**src/verilog/sfsc_cfg.svh**
```systemverilog
`ifndef SFSC_CFG_SVH
`define SFSC_CFG_SVH

`define SFSC_ADDR_W          6
`define SFSC_DATA_W          16
`define SFSC_ADDR_CONTROL    6'h03
`define SFSC_ADDR_STATUS     6'h12
`define SFSC_ADDR_CONFIG     6'h3f
`define SFSC_BIT_LATCH_SEL   4
`define SFSC_BIT_UV_FLAG     3
`define SFSC_BIT_OV_FLAG     2
`define SFSC_BIT_THERM_MASK  3
`define SFSC_BIT_ULD_MASK    1
`define SFSC_BIT_PWM_SWAP    0
`define SFSC_ULD_CHANNELS    4
`define SFSC_RESET_WORD      16'h0000

`endif

```
**src/verilog/sfsc_pkg.sv**
```systemverilog
`include "sfsc_cfg.svh"

package sfsc_pkg;

   typedef struct packed {
      logic uv;
      logic ov;
   } sfsc_supply_t;

   typedef struct packed {
      logic therm_mask;
      logic uld_mask;
      logic pwm_swap;
   } sfsc_config_t;

   typedef struct packed {
      logic [`SFSC_ADDR_W-1:0] addr;
      logic                    wr_en;
      logic                    rd_en;
      logic [`SFSC_DATA_W-1:0] wdata;
   } sfsc_req_t;

endpackage

```
**src/verilog/sfsc_top.sv**
```systemverilog
`timescale 1ns/1ps
`include "sfsc_cfg.svh"

module sfsc_top (
   input  wire logic                               clk_sys,
   input  wire logic                               rst_n,
   input  wire sfsc_pkg::sfsc_req_t                reg_req,
   output logic      [`SFSC_DATA_W-1:0]            reg_rdata_q,
   output logic                                    reg_rvalid_q,
   input  wire sfsc_pkg::sfsc_supply_t             supply_fault_det,
   input  wire logic                               thermal_warning_raw,
   input  wire logic [`SFSC_ULD_CHANNELS-1:0]      underload_event,
   input  wire logic                               underload_global_clear,
   input  wire logic                               pwm_input_one,
   input  wire logic                               pwm_input_two,
   output logic                                    output_stage_enable_q,
   output logic                                    thermal_warning_global_q,
   output logic                                    underload_global_q,
   output logic                                    half_bridge_one_pwm_q,
   output logic                                    half_bridge_two_pwm_q
);

   logic                   rst_sync1_q;
   logic                   rst_sync2_q;
   logic                   supply_fault_latch_select_q;
   sfsc_pkg::sfsc_config_t cfg_q;
   sfsc_pkg::sfsc_supply_t flags_q;
   sfsc_pkg::sfsc_supply_t flags_d;
   logic                   status_read;
   logic                   fault_block;
   logic                   latched_hold;

   function automatic logic hit(
      input logic [`SFSC_ADDR_W-1:0] a,
      input logic [`SFSC_ADDR_W-1:0] target
   );
      hit = (a == target);
   endfunction

   // Reset release is synchronised so all flops behind the two-flop synchroniser leave reset on the same edge
   always_ff @(posedge clk_sys or negedge rst_n)
   begin
      if (!rst_n)
      begin
         rst_sync1_q <= 1'b0;
         rst_sync2_q <= 1'b0;
      end
      else
      begin
         rst_sync1_q <= 1'b1;
         rst_sync2_q <= rst_sync1_q;
      end
   end

   assign status_read = reg_req.rd_en && hit(reg_req.addr, `SFSC_ADDR_STATUS);

   // Configuration writes
   always_ff @(posedge clk_sys or negedge rst_sync2_q)
   begin
      if (!rst_sync2_q)
      begin
         supply_fault_latch_select_q <= 1'b0;
         cfg_q                       <= '0;
      end
      else if (reg_req.wr_en)
      begin
         // Writes to the status word or unmapped addresses are dropped silently
         if (hit(reg_req.addr, `SFSC_ADDR_CONTROL))
         begin
            supply_fault_latch_select_q <= reg_req.wdata[`SFSC_BIT_LATCH_SEL];
         end
         else if (hit(reg_req.addr, `SFSC_ADDR_CONFIG))
         begin
            cfg_q.therm_mask <= reg_req.wdata[`SFSC_BIT_THERM_MASK];
            cfg_q.uld_mask   <= reg_req.wdata[`SFSC_BIT_ULD_MASK];
            cfg_q.pwm_swap   <= reg_req.wdata[`SFSC_BIT_PWM_SWAP];
         end
      end
   end

   // A present fault re-asserts the flag, so a read never loses an event
   always_comb
   begin
      flags_d = flags_q;
      if (status_read)
      begin
         flags_d = '0;
      end
      if (supply_fault_det.uv)
      begin
         flags_d.uv = 1'b1;
      end
      if (supply_fault_det.ov)
      begin
         flags_d.ov = 1'b1;
      end
   end

   always_ff @(posedge clk_sys or negedge rst_sync2_q)
   begin
      if (!rst_sync2_q)
      begin
         flags_q <= '0;
      end
      else
      begin
         flags_q <= flags_d;
      end
   end

   // Latched mode holds off on the stored flags until a status read clears them
   assign latched_hold = supply_fault_latch_select_q && (flags_q.uv || flags_q.ov);
   // Auto mode blocks only while a condition is live, so outputs return by themselves
   assign fault_block  = supply_fault_det.uv || supply_fault_det.ov || latched_hold;

   always_ff @(posedge clk_sys or negedge rst_sync2_q)
   begin
      if (!rst_sync2_q)
      begin
         output_stage_enable_q <= 1'b0;
      end
      else
      begin
         output_stage_enable_q <= !fault_block;
      end
   end

   always_ff @(posedge clk_sys or negedge rst_sync2_q)
   begin
      if (!rst_sync2_q)
      begin
         thermal_warning_global_q <= 1'b0;
      end
      else
      begin
         thermal_warning_global_q <= thermal_warning_raw && !cfg_q.therm_mask;
      end
   end

   // Set wins over clear; the mask forces the flag low outright
   always_ff @(posedge clk_sys or negedge rst_sync2_q)
   begin
      if (!rst_sync2_q)
      begin
         underload_global_q <= 1'b0;
      end
      else if (cfg_q.uld_mask)
      begin
         underload_global_q <= 1'b0;
      end
      else if (|underload_event)
      begin
         underload_global_q <= 1'b1;
      end
      else if (underload_global_clear)
      begin
         underload_global_q <= 1'b0;
      end
   end

   // PWM paths are registered, adding one cycle of delay
   always_ff @(posedge clk_sys or negedge rst_sync2_q)
   begin
      if (!rst_sync2_q)
      begin
         half_bridge_one_pwm_q <= 1'b0;
         half_bridge_two_pwm_q <= 1'b0;
      end
      else
      begin
         half_bridge_one_pwm_q <= pwm_input_one;
         half_bridge_two_pwm_q <= cfg_q.pwm_swap ? pwm_input_one : pwm_input_two;
      end
   end

   // Read data shows pre-clear flag values
   always_ff @(posedge clk_sys or negedge rst_sync2_q)
   begin
      if (!rst_sync2_q)
      begin
         reg_rdata_q  <= `SFSC_RESET_WORD;
         reg_rvalid_q <= 1'b0;
      end
      else
      begin
         reg_rvalid_q <= reg_req.rd_en;
         reg_rdata_q  <= `SFSC_RESET_WORD;
         // Unmapped reads still answer, with an all-zero word
         if (reg_req.rd_en)
         begin
            if (hit(reg_req.addr, `SFSC_ADDR_STATUS))
            begin
               reg_rdata_q[`SFSC_BIT_UV_FLAG] <= flags_q.uv;
               reg_rdata_q[`SFSC_BIT_OV_FLAG] <= flags_q.ov;
            end
            else if (hit(reg_req.addr, `SFSC_ADDR_CONFIG))
            begin
               reg_rdata_q[`SFSC_BIT_THERM_MASK] <= cfg_q.therm_mask;
               reg_rdata_q[`SFSC_BIT_ULD_MASK]   <= cfg_q.uld_mask;
               reg_rdata_q[`SFSC_BIT_PWM_SWAP]   <= cfg_q.pwm_swap;
            end
            else if (hit(reg_req.addr, `SFSC_ADDR_CONTROL))
            begin
               reg_rdata_q[`SFSC_BIT_LATCH_SEL] <= supply_fault_latch_select_q;
            end
         end
      end
   end

endmodule

```
**config.mk**
```make
export PLATFORM = sky130hd
export DESIGN_NAME = sfsc_top
export DESIGN_NICKNAME = d
export VERILOG_FILES = /design/src/verilog/sfsc_pkg.sv /design/src/verilog/sfsc_top.sv
export VERILOG_INCLUDE_DIRS = /design/src /design/src/verilog
export SDC_FILE = /design/constraint.sdc
export NUM_CORES = 1
export LEC_CHECK = 0
export BUFFER_PORTS_ARGS = -buffer_cell sky130_fd_sc_hd__buf_2
export CAP_MARGIN = 20
export CORE_ASPECT_RATIO = 1.1
export CORE_MARGIN = 3
export CORE_UTILIZATION = 42
export DETAILED_ROUTE_END_ITERATION = 6
export HOLD_SLACK_MARGIN = 0.1
export PLACE_DENSITY = 0.82
export SETUP_SLACK_MARGIN = 0.15
export SLEW_MARGIN = 20
export SYNTH_ARGS = -nofsm -noshare
export SYNTH_HDL_FRONTEND = slang
export SYNTH_SLANG_ARGS = --single-unit
```
**constraint.sdc**
```tcl
create_clock -name clk_sys -period 1 [get_ports clk_sys]
set_input_delay 0.3 -clock clk_sys [delete_from_list [all_inputs] [get_ports clk_sys]]
set_output_delay 0.3 -clock clk_sys [all_outputs]
set_load 0.02 [all_outputs]
```
==> results.json, run 1 <==
{
  "synth_area_leader_cell": "sky130_fd_sc_hd__dfrtp_1",
  "grt_util_met1_pct": 16.0,
  "die_h_um": 51.8,
  "synth_edf_count": 0,
  "routed_wl_um": 1780,
  "synth.distinct_cells": 22,
  "worst-path-max-fanout": 2,
  "worst_skew_pair.late_latency_ns": 0.30,
  "synth-async-reset-ratio_pct": 100,
  "die_area_mm2": 0.00247,
  "failed_checks": "setup timing",
  "grt_busiest_layer": "met2",
  "finalCritPeriodShare_pct": 113,
  "post-synth-top-area-fraction_pct": 59.3,
  "setup.worst_path.end_class": "output pin",
  "setup_ws_ns": -0.129,
  "antenna_left": 0,
  "clkTransAtPathRegs_ns": 0.11,
  "final-max-slew-violation-count": 0,
  "flip_flop_count_of_the_largest_register_after_layout": 5,
  "synth.area.mux_share_pct": 7.02,
  "synth_top_family_by_area": "simple AND/OR/NAND/NOR gates",
  "timing.hold.worst.class": "flop to asynchronous set/reset pin",
  "syn2layout_area_growth_pct": 47.1,
  "h_tree_lvls": 1,
  "drt_pass1_iterations": 4,
  "clk_path_buf_depth": 2,
  "yosys-top-cells-area": "sky130_fd_sc_hd__dfrtp_1, sky130_fd_sc_hd__buf_4, sky130_fd_sc_hd__mux2_2, sky130_fd_sc_hd__nor4b_4, sky130_fd_sc_hd__nand3_1",
  "synth_xor_xnor_area_share_pct": 0,
  "grt_pass1_vias": 627,
  "critical_path.cell_chain": "buf_6",
  "timing_worst_setup_path_type": "flop to output pin",
  "cts-root-buf": "sky130_fd_sc_hd__clkbuf_4",
  "grt_util_met2_pct": 28.3,
  "fmax_mhz": 886,
  "filler_cell_count": 124,
  "hold_violations": 0,
  "grt.overflow.total": 0,
  "gr-usage-met3_pct": 2.77,
  "standby_leakage_power_nw": 0.603,
  "worst_ep_required_time_ns": 0.70,
  "worst_clock_skew_ns": 0.00340,
  "initialDrtViolationCount": 13,
  "synth_seq_area_share_pct": 59.3,
  "floorplan.io_pins": 58,
  "port_buf_inserts": 34,
  "time_the_worst_path_needs_with_i_o_delays_and_setup_ns": 1.13,
  "cell_family_with_most_cp_delay": "flip-flops",
  "cap_violations": 0,
  "clock_sink_count": 19,
  "synth_simple_gate_area_share_pct": 17.6,
  "synthMostInstantiatedCell": "sky130_fd_sc_hd__dfrtp_1",
  "synth.top_cells.by_count": "sky130_fd_sc_hd__dfrtp_1, sky130_fd_sc_hd__buf_4, sky130_fd_sc_hd__mux2_2, sky130_fd_sc_hd__nor2_1, sky130_fd_sc_hd__nand3_1",
  "n_antenna_cell": 0,
  "critical_path.slowest_cell": "sky130_fd_sc_hd__dfrtp_1",
  "start_util_pct": 47.5,
  "drive_above_1_share_pct": 48.1,
  "worst_path_largest_cell_delay_ns": 0.40,
  "largest_registers": "reg_rdata_q (5), cfg_q (3), flags_q (2)",
  "tritoncts_clock_tree": "built",
  "rows": 15,
  "number_of_antenna_violations_at_the_first_check_in_global_routing": 0,
  "timing.hold.ws_ns": 0.127,
  "global_route_usage_over_all_layers_pct": 15.9,
  "power.ir.vdd_worst_uv": 694,
  "grt_first_pass_wirelength_um": 2660,
  "pin_count_of_the_biggest_net_entering_global_routing": 13,
  "final_wtd_congestion": 0.766,
  "totalPowerFinal_mw": 1.55,
  "pwr_density_cell_mw_per_mm2": 1310,
  "viasPerCell": 5.08,
  "grt_setup_unrepaired": "yes",
  "synth_flop_cell": "sky130_fd_sc_hd__dfrtp_1",
  "setup_viol": 12,
  "synth_area_um2": 802,
  "startpoint_type": "flop",
  "outcome": "finished with violations",
  "arrival_ns": 0.83,
  "syn_avg_cell_area_um2": 12.5,
  "routedWlPerCell_um": 14.3,
  "die_width_um": 47.7,
  "critical_path.n_buffers_inverters": 1,
  "cts_buffers": 3,
  "via_count": 635,
  "postSynthCellCount": 64,
  "finalNetCount": 145,
  "dp.final_hpwl_um": 1290,
  "synth_compound_gate_area_share_pct": 4.37,
  "yosys.area_share.adder_pct": 0,
  "synthesis_warning_total": 0,
  "synth_seq_cells": 19,
  "drc": 0,
  "core_mm2": 0.00169,
  "max_flop_register": "reg_rdata_q"
}
[cell families (layout without fill, tap and decap cells)]
family	after synthesis	count (layout)
compound gates	5	5
buf+inv	12	46
flops	19	19
mux	5	5
other cells	2	12
simple gates	21	21
[where the power goes]
group          internal (mW)  switching, mW
clock                  0.155          0.236
combinational          0.165          0.139
sequential             0.815         0.0370
total                   1.14          0.412
[layout by cell type (no fill, tap or decap), types with 2 or more instances in the layout]
cell type                  instances
sky130_fd_sc_hd__a21o_1            2
sky130_fd_sc_hd__and3_1            2
sky130_fd_sc_hd__buf_2            19
sky130_fd_sc_hd__buf_4             5
sky130_fd_sc_hd__buf_6            11
sky130_fd_sc_hd__buf_8             4
sky130_fd_sc_hd__clkbuf_4          3
sky130_fd_sc_hd__conb_1           12
sky130_fd_sc_hd__dfrtp_1          19
sky130_fd_sc_hd__mux2_4            5
sky130_fd_sc_hd__nand3_1           3
sky130_fd_sc_hd__nand4_1           2
sky130_fd_sc_hd__nor2_1            2
sky130_fd_sc_hd__nor2b_1           2
sky130_fd_sc_hd__o21a_1            2
[what timing repair did]
| action | CTS | global route |
|---|---|---|
| hold buffers | 1 | 0 |
| pin swaps | 5 | 4 |
| hold endpoints to repair | 2 | 0 |
| endpoints found under the setup margin | 20 | 20 |
| setup buffers | 3 | 0 |
| gates resized for setup | 33 | 4 |
[worst paths after layout]
| path | startpoint | end | slack, ns | cells past startpoint |
|---|---|---|---|---|
| worst max-delay path | underload_global_q | underload_global_q | -0.13 | 1 |
| worst min-delay path | rst_sync2_q | flags_q[0] | 0.13 | 0 |
| worst max register to register | flags_q[1] | reg_rdata_q[3] | 0.12 | 2 |
| worst min register to register | rst_sync2_q | flags_q[0] | 0.13 | 0 |
| max in group asynchronous | rst_sync2_q | cfg_q[0] | 0.52 | 1 |
| min in group clk_sys | pwm_input_one | half_bridge_one_pwm_q | 0.13 | 1 |
[per-layer routing]
layer	wire, um	vias up	share of wire (%)
met1	635	294	36
met4	58	0	3.3
met3	171	6	9.6
met5	0	-	0
li1	-	284	-
met2	917	51	51
[stage by stage]
stage | utilization [%] | TNS, ns | instance area (um2) | instances | setup slack, ns
floorplan | - | -0.327 | 853 | 74 | -0.128
global placement | 59.0 | -1.80 | 997 | 117 | -0.277
detailed placement | 59.0 | -2.26 | 997 | 117 | -0.354
CTS | 69.0 | -1.36 | 1170 | 125 | -0.137
global route | 69.9 | -1.67 | 1180 | 125 | -0.156
finish | 69.9 | -1.30 | 1180 | 125 | -0.129
[cell type report]
type                            instances  area, um2  share of cell area [%]
Clock buffer                            4       26.3                    2.23
Inverter                                1       3.75                   0.318
Multi-Input combinational cell         43        307                    26.0
Sequential cell                        19        475                    40.3
Tap cell                               17       21.3                    1.80
Timing Repair Buffer                   41        347                    29.4
Note: power is estimated with default switching activity, not from simulation.
==> run 2: changes to the inputs <==
Settings changed: GPL_ROUTABILITY_DRIVEN from default to 0.
Clock period 1 ns to 1.46 ns, I/O delays scaled along.
==> results.json, run 2 (synthesis gave the netlist of run 1 again) <==
{
  "finalCritPeriodShare_pct": 87.0,
  "setup_viol": 0,
  "die_h_um": 51.8,
  "timing.hold.ws_ns": 0.264,
  "n_antenna_cell": 0,
  "multiInputGateArea_um2": 278,
  "flip_flop_count_of_the_largest_register_after_layout": 5,
  "worst-path-max-fanout": 1,
  "startpoint_type": "flop",
  "routedWlPerCell_um": 13.1,
  "pin_count_of_the_biggest_net_entering_global_routing": 18,
  "tightest_slew_ns": 0.659,
  "grt_first_pass_wirelength_um": 2280,
  "worst_skew_pair.late_latency_ns": 0.29,
  "clk_path_buf_depth": 2,
  "largest_registers": "reg_rdata_q (5), cfg_q (3), flags_q (2)",
  "start_util_pct": 47.5,
  "cell_family_with_most_cp_delay": "flip-flops",
  "hold_violations": 0,
  "swShare_pct": 26.3,
  "critical_path.n_buffers_inverters": 1,
  "clock_power_share_pct": 26.1,
  "power.ir.vdd_worst_uv": 492,
  "ff_latch_area_um2": 475,
  "arrival_ns": 0.83,
  "syn2layout_area_growth_pct": 22.8,
  "dp.final_hpwl_um": 1240,
  "number_of_antenna_violations_at_the_first_check_in_global_routing": 0,
  "initialDrtViolationCount": 10,
  "cts-root-buf": "sky130_fd_sc_hd__clkbuf_4",
  "tritoncts_clock_tree": "built",
  "commonest_non_fill_non_tap_cell_in_the_layout": "sky130_fd_sc_hd__buf_2",
  "setup.worst_path.end_class": "output pin",
  "antenna_left": 0,
  "critical_path.slowest_cell": "sky130_fd_sc_hd__dfrtp_1",
  "die_area_mm2": 0.00247,
  "global_route_usage_over_all_layers_pct": 13.4,
  "worst_clock_skew_ns": 0.00393,
  "max_slew_margin_pct": 56.1,
  "die_width_um": 47.7,
  "pwr_density_cell_mw_per_mm2": 997,
  "fmax_mhz": 787,
  "postLayoutCoreUtil_pct": 58.3,
  "max_flop_register": "reg_rdata_q",
  "worst_path_largest_cell_delay_ns": 0.39,
  "standby_leakage_power_nw": 0.529,
  "cts_buffers": 3,
  "routed_wl_um": 1560,
  "mostFrequentLayoutCells": "sky130_fd_sc_hd__buf_2, sky130_fd_sc_hd__dfrtp_1, sky130_fd_sc_hd__conb_1, sky130_fd_sc_hd__nor2_1, sky130_fd_sc_hd__mux2_2",
  "grt_pass1_vias": 552,
  "placement.cell_area_um2": 948,
  "final-max-slew-violation-count": 0,
  "pwr-share-seq_pct": 59.3,
  "fin_setup_tns_ns": 0,
  "outcome": "complete, no violations",
  "filler_cell_count": 142,
  "intPower_mw": 0.724,
  "time_the_worst_path_needs_with_i_o_delays_and_setup_ns": 1.27,
  "viasPerCell": 5.03,
  "drt_pass1_iterations": 5,
  "grt.overflow.total": 0,
  "drc": 0,
  "stdcell_area_um2": 985,
  "critical_path.cell_chain": "buf_2",
  "timing_worst_setup_path_type": "flop to output pin",
  "cap_violations": 0,
  "worst_ep_required_time_ns": 1.02,
  "drive_above_1_share_pct": 42.2,
  "timing.hold.worst.class": "input pin to flop",
  "net-switching-power_mw": 0.258,
  "core_mm2": 0.00169,
  "h_tree_lvls": 1,
  "floorplan.io_pins": 58,
  "grt_setup_unrepaired": "no",
  "power.combinational.fraction_pct": 14.6,
  "clock_sink_count": 19,
  "via_count": 598,
  "rows": 15,
  "port_buf_inserts": 34,
  "totalPowerFinal_mw": 0.982,
  "post-cts-setup-buffer-count": 0,
  "finalNetCount": 139,
  "clkTransAtPathRegs_ns": 0.10
}
run 2: final timing paths:
check / from / to / slack (ns) / cells past startpoint
min in group asynchronous: rst_sync2_q / cfg_q[0] / 0.27 / 0
worst min register to register: rst_sync2_q / cfg_q[0] / 0.27 / 0
worst max register to register: flags_q[1] / reg_rdata_q[3] / 0.60 / 2
worst max-delay path: reg_rdata_q[3] / reg_rdata_q[3] / 0.19 / 1
worst min-delay path: pwm_input_one / half_bridge_one_pwm_q / 0.26 / 1
max in group asynchronous: rst_sync2_q / half_bridge_two_pwm_q / 0.77 / 0
run 2: power by group through the flow:
stage / combinational [mW] / clock [mW] / sequential [mW]
final: 0.143 / 0.257 / 0.582
after CTS: 0.142 / 0.261 / 0.584
after detailed placement: 0.140 / 0 / 0.595
after global placement: 0.136 / 0 / 0.592
after global routing: 0.156 / 0.281 / 0.589
after floorplan: 0.0820 / 0 / 0.608
run 2: area by class of cell:
class,instances,area share [%]
timing repair buffer,35,18.3
clock buffer,4,2.67
inverter,1,0.381
multi-input combinational,43,28.2
tap,17,2.16
sequential,19,48.3
run 2: timing repair:
| item | CTS | global route |
|---|---|---|
| hold endpoints to repair | 2 | 0 |
| hold buffers | 1 | 0 |
| gates resized for setup | 0 | 0 |
run 2: metal layers:
metal  routed length, um  track usage [%]  part of all wire, %
met2                 759             23.9                   49
met5                   0                0                    0
met3                 159             1.38                   10
met1                 605             13.7                   39
met4                  38             9.42                  2.4
run 2: per-stage QoR:
step / worst slack [ns] / cells
global placement: 0.00380 / 114
CTS: 0.166 / 119
finish: 0.189 / 119
detailed placement: -0.0140 / 114
global route: 0.150 / 119
floorplan: 0.191 / 74
